**config.mk**
```make
export PLATFORM = sky130hd
export DESIGN_NAME = tcr_timer
export DESIGN_NICKNAME = d
export VERILOG_FILES = /design/src/core/tcr_pkg.sv /design/src/core/tcr_timing_if.sv /design/src/core/tcr_phase_gen.sv /design/src/core/tcr_pin_sampler.sv /design/src/core/tcr_timer.sv
export SDC_FILE = /design/constraint.sdc
export NUM_CORES = 1
export LEC_CHECK = 0
export ABC_AREA = 1
export BUFFER_PORTS_ARGS = -buffer_cell sky130_fd_sc_hd__buf_2
export CORE_ASPECT_RATIO = 1.75
export CORE_UTILIZATION = 30
export DETAILED_ROUTE_END_ITERATION = 6
export REMOVE_ABC_BUFFERS = 1
export SYNTH_ARGS = -nofsm -noshare
export SYNTH_HDL_FRONTEND = slang
export SYNTH_SLANG_ARGS = --single-unit
```
**constraint.sdc**
```tcl
create_clock -name CLK -period 2.5 [get_ports CLK]
set_input_delay 0.5 -clock CLK [delete_from_list [all_inputs] [get_ports CLK]]
set_output_delay 0.5 -clock CLK [all_outputs]
set_load 0.01 [all_outputs]
```
**src/core/tcr_pkg.sv**
```systemverilog
// Constants, register map and state types for the timer two block.
package tcr_pkg;

  // ---------------------------------------------------------------
  // Register addresses
  // ---------------------------------------------------------------
  localparam logic [7:0] ADDR_CONTROL = 8'hC8;
  localparam logic [7:0] ADDR_MODE = 8'hC9;
  localparam logic [7:0] ADDR_CAP_LOW = 8'hCA;
  localparam logic [7:0] ADDR_CAP_HIGH = 8'hCB;
  localparam logic [7:0] ADDR_COUNT_LOW = 8'hCC;
  localparam logic [7:0] ADDR_COUNT_HIGH = 8'hCD;

  // ---------------------------------------------------------------
  // Field positions and reset values
  // ---------------------------------------------------------------
  localparam int BIT_OVERFLOW = 7;
  localparam int BIT_EXTERNAL = 6;
  localparam int BIT_RX_CLOCK = 5;
  localparam int BIT_TX_CLOCK = 4;
  localparam int BIT_EXT_ENABLE = 3;
  localparam int BIT_RUN = 2;
  localparam int BIT_COUNTER_SEL = 1;
  localparam int BIT_CAPTURE_SEL = 0;
  localparam int BIT_OUT_ENABLE = 1;
  localparam int BIT_DOWN_ENABLE = 0;
  localparam logic [7:0] RESET_BYTE = 8'h00;
  localparam logic [15:0] COUNT_TOP = 16'hFFFF;
  localparam logic [15:0] COUNT_ZERO = 16'h0000;
  localparam logic [15:0] COUNT_ONE = 16'h0001;

  // ---------------------------------------------------------------
  // Machine cycle timing
  // ---------------------------------------------------------------
  localparam int OSC_PER_CYCLE = 12;
  localparam logic [3:0] LAST_PHASE = 4'(OSC_PER_CYCLE - 1);
  localparam logic [3:0] SAMPLE_PHASE = 4'h9;
  localparam logic [3:0] UPDATE_PHASE = 4'h4;

  typedef struct packed {
    logic [3:0] phase;
    logic sample_strobe;
    logic update_strobe;
    logic state_strobe;
  } tcr_phase_t;

  typedef struct packed {
    logic [1:0] count_sync;
    logic [1:0] trig_sync;
    logic count_sample;
    logic trig_sample;
    logic count_fall;
    logic trig_fall;
  } tcr_pins_t;

  typedef struct packed {
    logic [7:0] control;
    logic out_enable;
    logic down_enable;
    logic [15:0] count;
    logic [15:0] capture;
    logic pending;
    logic [7:0] rdata;
    logic irq;
    logic rx_pulse;
    logic tx_pulse;
  } tcr_state_t;

endpackage

```
**src/core/tcr_timing_if.sv**
```systemverilog
// Interface carrying machine-cycle strobes and sampled pin events.
`timescale 1ns/1ps
interface tcr_timing_if;
  logic sample_strobe;
  logic update_strobe;
  logic state_strobe;
  logic count_fall;
  logic trig_fall;
  logic trig_level;

  modport gen (output sample_strobe, output update_strobe,
    output state_strobe);
  modport pins (input sample_strobe, output count_fall, output trig_fall,
    output trig_level);
  modport use_side (input sample_strobe, input update_strobe,
    input state_strobe, input count_fall, input trig_fall,
    input trig_level);
endinterface

```
**src/core/tcr_phase_gen.sv**
```systemverilog
// Machine-cycle phase generator producing sample, update and state strobes.
`timescale 1ns/1ps
module tcr_phase_gen
  import tcr_pkg::*;
(
  // Clock and reset.
  input wire logic clk,
  input wire logic resetn,
  // Strobes.
  tcr_timing_if.gen tim
);

  tcr_phase_t s;
  tcr_phase_t next_s;

  // ---------------------------------------------------------------
  // Phase counter
  // ---------------------------------------------------------------
  always_comb begin
    next_s = s;
    next_s.phase = (s.phase == LAST_PHASE) ? 4'h0 : s.phase + 4'h1;
    next_s.sample_strobe = (next_s.phase == SAMPLE_PHASE);
    next_s.update_strobe = (next_s.phase == UPDATE_PHASE);
    next_s.state_strobe = next_s.phase[0];
  end

  always_ff @(posedge clk or negedge resetn) begin
    if (!resetn) begin
      s <= '0;
    end else begin
      s <= next_s;
    end
  end

  assign tim.sample_strobe = s.sample_strobe;
  assign tim.update_strobe = s.update_strobe;
  assign tim.state_strobe = s.state_strobe;

endmodule // tcr_phase_gen

```
**src/core/tcr_pin_sampler.sv**
```systemverilog
// Synchronises the count and trigger pins and detects sampled falls.
`timescale 1ns/1ps
module tcr_pin_sampler
  import tcr_pkg::*;
(
  // Clock and reset.
  input wire logic clk,
  input wire logic resetn,
  // Raw pins.
  input wire logic count_pin,
  input wire logic trigger_pin,
  // Sampled events.
  tcr_timing_if.pins tim
);

  tcr_pins_t s;
  tcr_pins_t next_s;

  // ---------------------------------------------------------------
  // Synchronise, sample once per machine cycle, compare samples
  // ---------------------------------------------------------------
  always_comb begin
    next_s = s;
    next_s.count_sync = {s.count_sync[0], count_pin};
    next_s.trig_sync = {s.trig_sync[0], trigger_pin};
    next_s.count_fall = 1'b0;
    next_s.trig_fall = 1'b0;
    if (tim.sample_strobe) begin
      next_s.count_sample = s.count_sync[1];
      next_s.trig_sample = s.trig_sync[1];
      next_s.count_fall = s.count_sample & ~s.count_sync[1];
      next_s.trig_fall = s.trig_sample & ~s.trig_sync[1];
    end
  end

  always_ff @(posedge clk or negedge resetn) begin
    if (!resetn) begin
      s <= '0;
    end else begin
      s <= next_s;
    end
  end

  assign tim.count_fall = s.count_fall;
  assign tim.trig_fall = s.trig_fall;
  assign tim.trig_level = s.trig_sync[1];

endmodule // tcr_pin_sampler

```
**src/core/tcr_timer.sv**
```systemverilog
// Timer two with capture, auto-reload, up/down and baud generation.
`timescale 1ns/1ps
module tcr_timer
  import tcr_pkg::*;
(
  // Clock and reset.
  input wire logic CLK,
  input wire logic RESETN,
  // Special function register bus.
  input wire logic [7:0] SFR_ADDR,
  input wire logic [7:0] SFR_WDATA,
  input wire logic SFR_WE,
  input wire logic SFR_RE,
  output logic [7:0] SFR_RDATA,
  // External pins.
  input wire logic COUNT_PIN,
  input wire logic TRIGGER_PIN,
  // Serial port clocking.
  input wire logic TIMER1_OVERFLOW,
  output logic RX_CLOCK_PULSE,
  output logic TX_CLOCK_PULSE,
  // Interrupt request.
  output logic TIMER_IRQ
);

  tcr_timing_if tim ();

  tcr_state_t s;
  tcr_state_t next_s;

  logic rx_sel;
  logic tx_sel;
  logic baud;
  logic run;
  logic counter_sel;
  logic capture_sel;
  logic ext_enable;
  logic down_mode;
  logic tick;
  logic count_up;
  logic overflow;
  logic underflow;
  logic trig_event;
  logic wr_control;
  logic wr_mode;
  logic wr_cap_low;
  logic wr_cap_high;
  logic wr_count_low;
  logic wr_count_high;

  // ---------------------------------------------------------------
  // Timing and pin sampling
  // ---------------------------------------------------------------
  tcr_phase_gen u_phase (
    .clk(CLK),
    .resetn(RESETN),
    .tim(tim.gen)
  );

  tcr_pin_sampler u_pins (
    .clk(CLK),
    .resetn(RESETN),
    .count_pin(COUNT_PIN),
    .trigger_pin(TRIGGER_PIN),
    .tim(tim.pins)
  );

  // ---------------------------------------------------------------
  // Control decode
  // ---------------------------------------------------------------
  always_comb begin
    rx_sel = s.control[BIT_RX_CLOCK];
    tx_sel = s.control[BIT_TX_CLOCK];
    baud = rx_sel | tx_sel;
    run = s.control[BIT_RUN];
    counter_sel = s.control[BIT_COUNTER_SEL];
    capture_sel = s.control[BIT_CAPTURE_SEL] & ~baud;
    ext_enable = s.control[BIT_EXT_ENABLE];
    down_mode = s.down_enable & ~baud & ~capture_sel;
  end

  // ---------------------------------------------------------------
  // Count tick selection
  // ---------------------------------------------------------------
  always_comb begin
    if (!run) begin
      tick = 1'b0;
    end else if (counter_sel) begin
      tick = s.pending & tim.update_strobe;
    end else if (baud) begin
      tick = tim.state_strobe;
    end else begin
      tick = tim.update_strobe;
    end
    count_up = ~down_mode | tim.trig_level;
    overflow = tick & count_up & (s.count == COUNT_TOP);
    underflow = tick & ~count_up & (s.count == s.capture);
    trig_event = tim.trig_fall & ext_enable & ~down_mode;
  end

  // ---------------------------------------------------------------
  // Register write decode
  // ---------------------------------------------------------------
  always_comb begin
    wr_control = SFR_WE & (SFR_ADDR == ADDR_CONTROL);
    wr_mode = SFR_WE & (SFR_ADDR == ADDR_MODE);
    wr_cap_low = SFR_WE & (SFR_ADDR == ADDR_CAP_LOW);
    wr_cap_high = SFR_WE & (SFR_ADDR == ADDR_CAP_HIGH);
    wr_count_low = SFR_WE & (SFR_ADDR == ADDR_COUNT_LOW);
    wr_count_high = SFR_WE & (SFR_ADDR == ADDR_COUNT_HIGH);
  end

  // ---------------------------------------------------------------
  // Next state
  // ---------------------------------------------------------------
  always_comb begin
    next_s = s;

    if (tim.count_fall) begin
      next_s.pending = 1'b1;
    end else if (tim.update_strobe) begin
      next_s.pending = 1'b0;
    end

    if (tick) begin
      if (overflow) begin
        if (capture_sel) begin
          next_s.count = COUNT_ZERO;
        end else begin
          next_s.count = s.capture;
        end
      end else if (underflow) begin
        next_s.count = COUNT_TOP;
      end else if (count_up) begin
        next_s.count = s.count + COUNT_ONE;
      end else begin
        next_s.count = s.count - COUNT_ONE;
      end
    end

    if (trig_event && !baud) begin
      if (capture_sel) begin
        next_s.capture = s.count;
      end else begin
        next_s.count = s.capture;
      end
    end

    if (wr_count_low) begin
      next_s.count[7:0] = SFR_WDATA;
    end
    if (wr_count_high) begin
      next_s.count[15:8] = SFR_WDATA;
    end
    if (wr_cap_low) begin
      next_s.capture[7:0] = SFR_WDATA;
    end
    if (wr_cap_high) begin
      next_s.capture[15:8] = SFR_WDATA;
    end
    if (wr_mode) begin
      next_s.out_enable = SFR_WDATA[BIT_OUT_ENABLE];
      next_s.down_enable = SFR_WDATA[BIT_DOWN_ENABLE];
    end
    if (wr_control) begin
      next_s.control = SFR_WDATA;
    end

    if ((overflow || underflow) && !baud) begin
      next_s.control[BIT_OVERFLOW] = 1'b1;
    end
    if (trig_event) begin
      next_s.control[BIT_EXTERNAL] = 1'b1;
    end else if (down_mode && (overflow || underflow)) begin
      next_s.control[BIT_EXTERNAL] = ~next_s.control[BIT_EXTERNAL];
    end

    next_s.irq = next_s.control[BIT_OVERFLOW]
      | (next_s.control[BIT_EXTERNAL] & ~next_s.down_enable);

    next_s.rx_pulse = rx_sel ? overflow : TIMER1_OVERFLOW;
    next_s.tx_pulse = tx_sel ? overflow : TIMER1_OVERFLOW;

    if (SFR_RE) begin
      case (SFR_ADDR)
        ADDR_CONTROL: next_s.rdata = s.control;
        ADDR_MODE: begin
          next_s.rdata = RESET_BYTE;
          next_s.rdata[BIT_OUT_ENABLE] = s.out_enable;
          next_s.rdata[BIT_DOWN_ENABLE] = s.down_enable;
        end
        ADDR_CAP_LOW: next_s.rdata = s.capture[7:0];
        ADDR_CAP_HIGH: next_s.rdata = s.capture[15:8];
        ADDR_COUNT_LOW: next_s.rdata = s.count[7:0];
        ADDR_COUNT_HIGH: next_s.rdata = s.count[15:8];
        default: next_s.rdata = RESET_BYTE;
      endcase
    end
  end

  // ---------------------------------------------------------------
  // State register
  // ---------------------------------------------------------------
  always_ff @(posedge CLK or negedge RESETN) begin
    if (!RESETN) begin
      s <= '0;
    end else begin
      s <= next_s;
    end
  end

  // ---------------------------------------------------------------
  // Outputs
  // ---------------------------------------------------------------
  assign SFR_RDATA = s.rdata;
  assign RX_CLOCK_PULSE = s.rx_pulse;
  assign TX_CLOCK_PULSE = s.tx_pulse;
  assign TIMER_IRQ = s.irq;

endmodule // tcr_timer

```
==> impl_metrics.json <==
{
  "run_status": "completed",
  "die_width_um": 100,
  "cp_common_cell": "sky130_fd_sc_hd__nand2_1",
  "routedWlPerCell_um": 18.0,
  "design.core.area_mm2": 0.0164,
  "async_flop_share_pct": 100,
  "routed-via-count": 5266,
  "timing.max_slew.rel_slack_pct": 67.9,
  "yosys_most_used_dff": "sky130_fd_sc_hd__dfrtp_1",
  "finalCritPeriodShare_pct": 89.6,
  "worst_ir_drop_vdd_mv": 0.594,
  "fin_setup_tns_ns": 0,
  "die_area_mm2": 0.0175,
  "setup.worst_path.end_class": "flip-flop",
  "critical_path_class": "reg2reg",
  "vias_in_the_first_global_route": 5178,
  "hold_path.class": "in2async",
  "finalWorstSetupSlack_ns": 0.260,
  "area.growth.synth_to_final_pct": 17.0,
  "pre_cts_ws_ns": 0.214,
  "nets": 830,
  "total_cts_buffers": 9,
  "worst-path-max-fanout": 12,
  "clock_latency_ns": 0.35,
  "drtPass1Iterations": 6,
  "most_frequent_cell_after_synthesis": "sky130_fd_sc_hd__nand2_1",
  "drv.max_cap_violation_count": 0,
  "global_route.usage.total_pct": 22.4,
  "worstPathCellList": "nor2_1, inv_1, o21ai_0, nor3_1, nand2_1, nor2_1, nand3_1, nand2_2, inv_2, nor2_2, nand2_1, o21ai_2, nand2_1, nand2_1",
  "synth_area_mm2": 0.00508,
  "cts.clk_slew.worst_paths_ns": 0.06,
  "fin_crit_ns": 2.24,
  "cp_slowest_stage_delay_ns": 0.53,
  "antenna_found_initial": 0,
  "seq_area_frac_synth_pct": 33.5,
  "tightestPinTransition_ns": 0.479,
  "dr.first_iter.drc_count": 445,
  "final_clock_skew_ns": 0.0127,
  "setup_repair_after_global_routing_missed_its_margin": "no",
  "sink_count_of_the_clock_tree": 68,
  "cts-root-buf": "sky130_fd_sc_hd__clkbuf_16",
  "static_leakage_nw": 2.98,
  "overflow": 0,
  "synth_largest_area_cell": "sky130_fd_sc_hd__dfrtp_1",
  "core.rowCount": 62,
  "hold_violations": 0,
  "top_level_pins": 34,
  "n_diodes": 0,
  "critical_path.startpoint_type": "flip-flop",
  "synth_cell_type_count": 43,
  "max_freq_mhz": 446,
  "critPathArrivalTime_ns": 2.52,
  "filler_cell_count": 1838,
  "slew_viol_final": 0,
  "synth.yosys.warnings": 0,
  "io_buf_count": 33,
  "cp_data_required_time_ns": 2.78,
  "antenna_violating_nets_post_route": 0,
  "netlist_top_cells_count": "sky130_fd_sc_hd__nand2_1, sky130_fd_sc_hd__inv_1, sky130_fd_sc_hd__nor2_1",
  "yosys_register_bits": 68,
  "finalWeightedCongestion": 1.05,
  "synthesis.instances": 761,
  "drc": 0,
  "cpMaxStageDelayCell": "sky130_fd_sc_hd__dfrtp_1",
  "cts_resized": 0,
  "finalSetupViolations": 0,
  "layout-drive-gt1-share_pct": 14.9,
  "cts_post_setup_buffers_inserted": 0,
  "start_util_pct": 30.9,
  "yosysTopAreaCellShare_pct": 33.5,
  "hold_buffers": 0,
  "clock_path_buffers": 2,
  "grt_start_max_net_pins": 69,
  "tritoncts_clock_tree": "done",
  "vias_per_cell": 5.10,
  "synthesis.area_per_instance_um2": 6.67,
  "ys_top_cells_by_area": "sky130_fd_sc_hd__dfrtp_1, sky130_fd_sc_hd__nand2_1, sky130_fd_sc_hd__inv_1, sky130_fd_sc_hd__nor2_1, sky130_fd_sc_hd__o21ai_0",
  "post_synth_edffs": 0,
  "grt_pass1_wl_mm": 28.8,
  "die_h_um": 174,
  "place.detailed.hpwl_mm": 14.5,
  "cts_htree_levels": 3,
  "pwr_density_cell_mw_per_mm2": 678,
  "wl_mm": 18.5
}
## registers in the layout, indices dropped and copies added, names as in the netlist, 2 cells and up
| signal | cells |
|---|---|
| s | 39 |
| SFR_RDATA | 8 |
| u_phase.s | 4 |
| u_pins.s | 3 |
| u_pins.next_s | 2 |
## cell families (layout without fill, tap and decap cells)
kind of cell               Yosys count  count (layout)  synth area share (%)
muxes                                3               3                 0.641
xor gates and xnor gates            17              17                  2.93
AOI/OAI and AO/OA                  142             142                  17.1
and+or+nand+nor                    378             378                  32.4
adders and majority gates            3               3                 0.740
DFF                                 68              68                  33.5
buffers and inverters              150             197                  12.7
## path summary, 6_finish.rpt
kind / from / slack (ns) / to / cells after the start
setup / recovery: s[38] / 0.26 / TIMER_IRQ / 14
hold / removal: RESETN / 0.16 / RX_CLOCK_PULSE / 2
setup reg to reg: s[38] / 0.26 / TIMER_IRQ / 14
hold reg to reg: u_pins.next_s[7] / 0.35 / u_pins.s[7] / 0
max in group asynchronous: RESETN / 2.02 / s[22] / 2
min in group CLK: COUNT_PIN / 0.26 / u_pins.next_s[7] / 1
## per-stage QoR
stage | instance area (µm²) | hold WS, ns | cells | power (mW) | utilization (%)
floorplan | 4880 | 0.204 | 732 | 1.99 | -
global placement | 5580 | 0.336 | 1017 | 2.43 | 33.9
detailed placement | 5580 | 0.342 | 1017 | 2.43 | 33.9
CTS | 5940 | 0.175 | 1032 | 4.02 | 36.1
global route | 5940 | 0.185 | 1032 | 4.20 | 36.1
finish | 5940 | 0.159 | 1032 | 4.03 | 36.1
## report_power, final
part / leakage, nW / switching (mW) / internal [mW]
clock network: 0.176 / 0.516 / 1.07
logic: 1.91 / 0.740 / 0.390
registers: 0.896 / 0.130 / 1.18
## worst max-delay path: cells and delay by family (launching register included)
| family | cells | cell delay, ns |
|---|---|---|
| flops | 1 | 0.53 |
| buf+inv | 2 | 0.21 |
| compound gates | 2 | 0.22 |
| simple gates | 10 | 1.21 |
## final cells by class
| type | instances | area, µm² | share of cell area, % |
|---|---|---|---|
| clock buffer | 9 | 225 | 3.79 |
| clock inverter | 6 | 138 | 2.32 |
| inverter | 121 | 454 | 7.65 |
| multi-input combinational | 543 | 2730 | 45.9 |
| sequential | 68 | 1700 | 28.6 |
| tap | 224 | 280 | 4.72 |
| timing repair buffer | 61 | 413 | 6.95 |
## metal layers
metal / GRT usage, % / vias to the layer above / routed length, µm
li1: - / 2548 / -
met3: 3.34 / 87 / 930
met2: 38.3 / 209 / 9260
met1: 23.1 / 2422 / 6600
met4: 19.9 / 0 / 1750
met5: 0 / - / 0
## cell usage in the layout, fill, tap and decap left out, types with 16 or more instances in the layout
| master | n |
|---|---|
| sky130_fd_sc_hd__a21oi_1 | 34 |
| sky130_fd_sc_hd__buf_2 | 33 |
| sky130_fd_sc_hd__buf_4 | 25 |
| sky130_fd_sc_hd__dfrtp_1 | 68 |
| sky130_fd_sc_hd__inv_1 | 106 |
| sky130_fd_sc_hd__nand2_1 | 208 |
| sky130_fd_sc_hd__nand3_1 | 35 |
| sky130_fd_sc_hd__nor2_1 | 83 |
| sky130_fd_sc_hd__o21ai_0 | 55 |
| sky130_fd_sc_hd__o221ai_1 | 17 |
| sky130_fd_sc_hd__xor2_1 | 16 |
(Power assumes the default switching activity.)
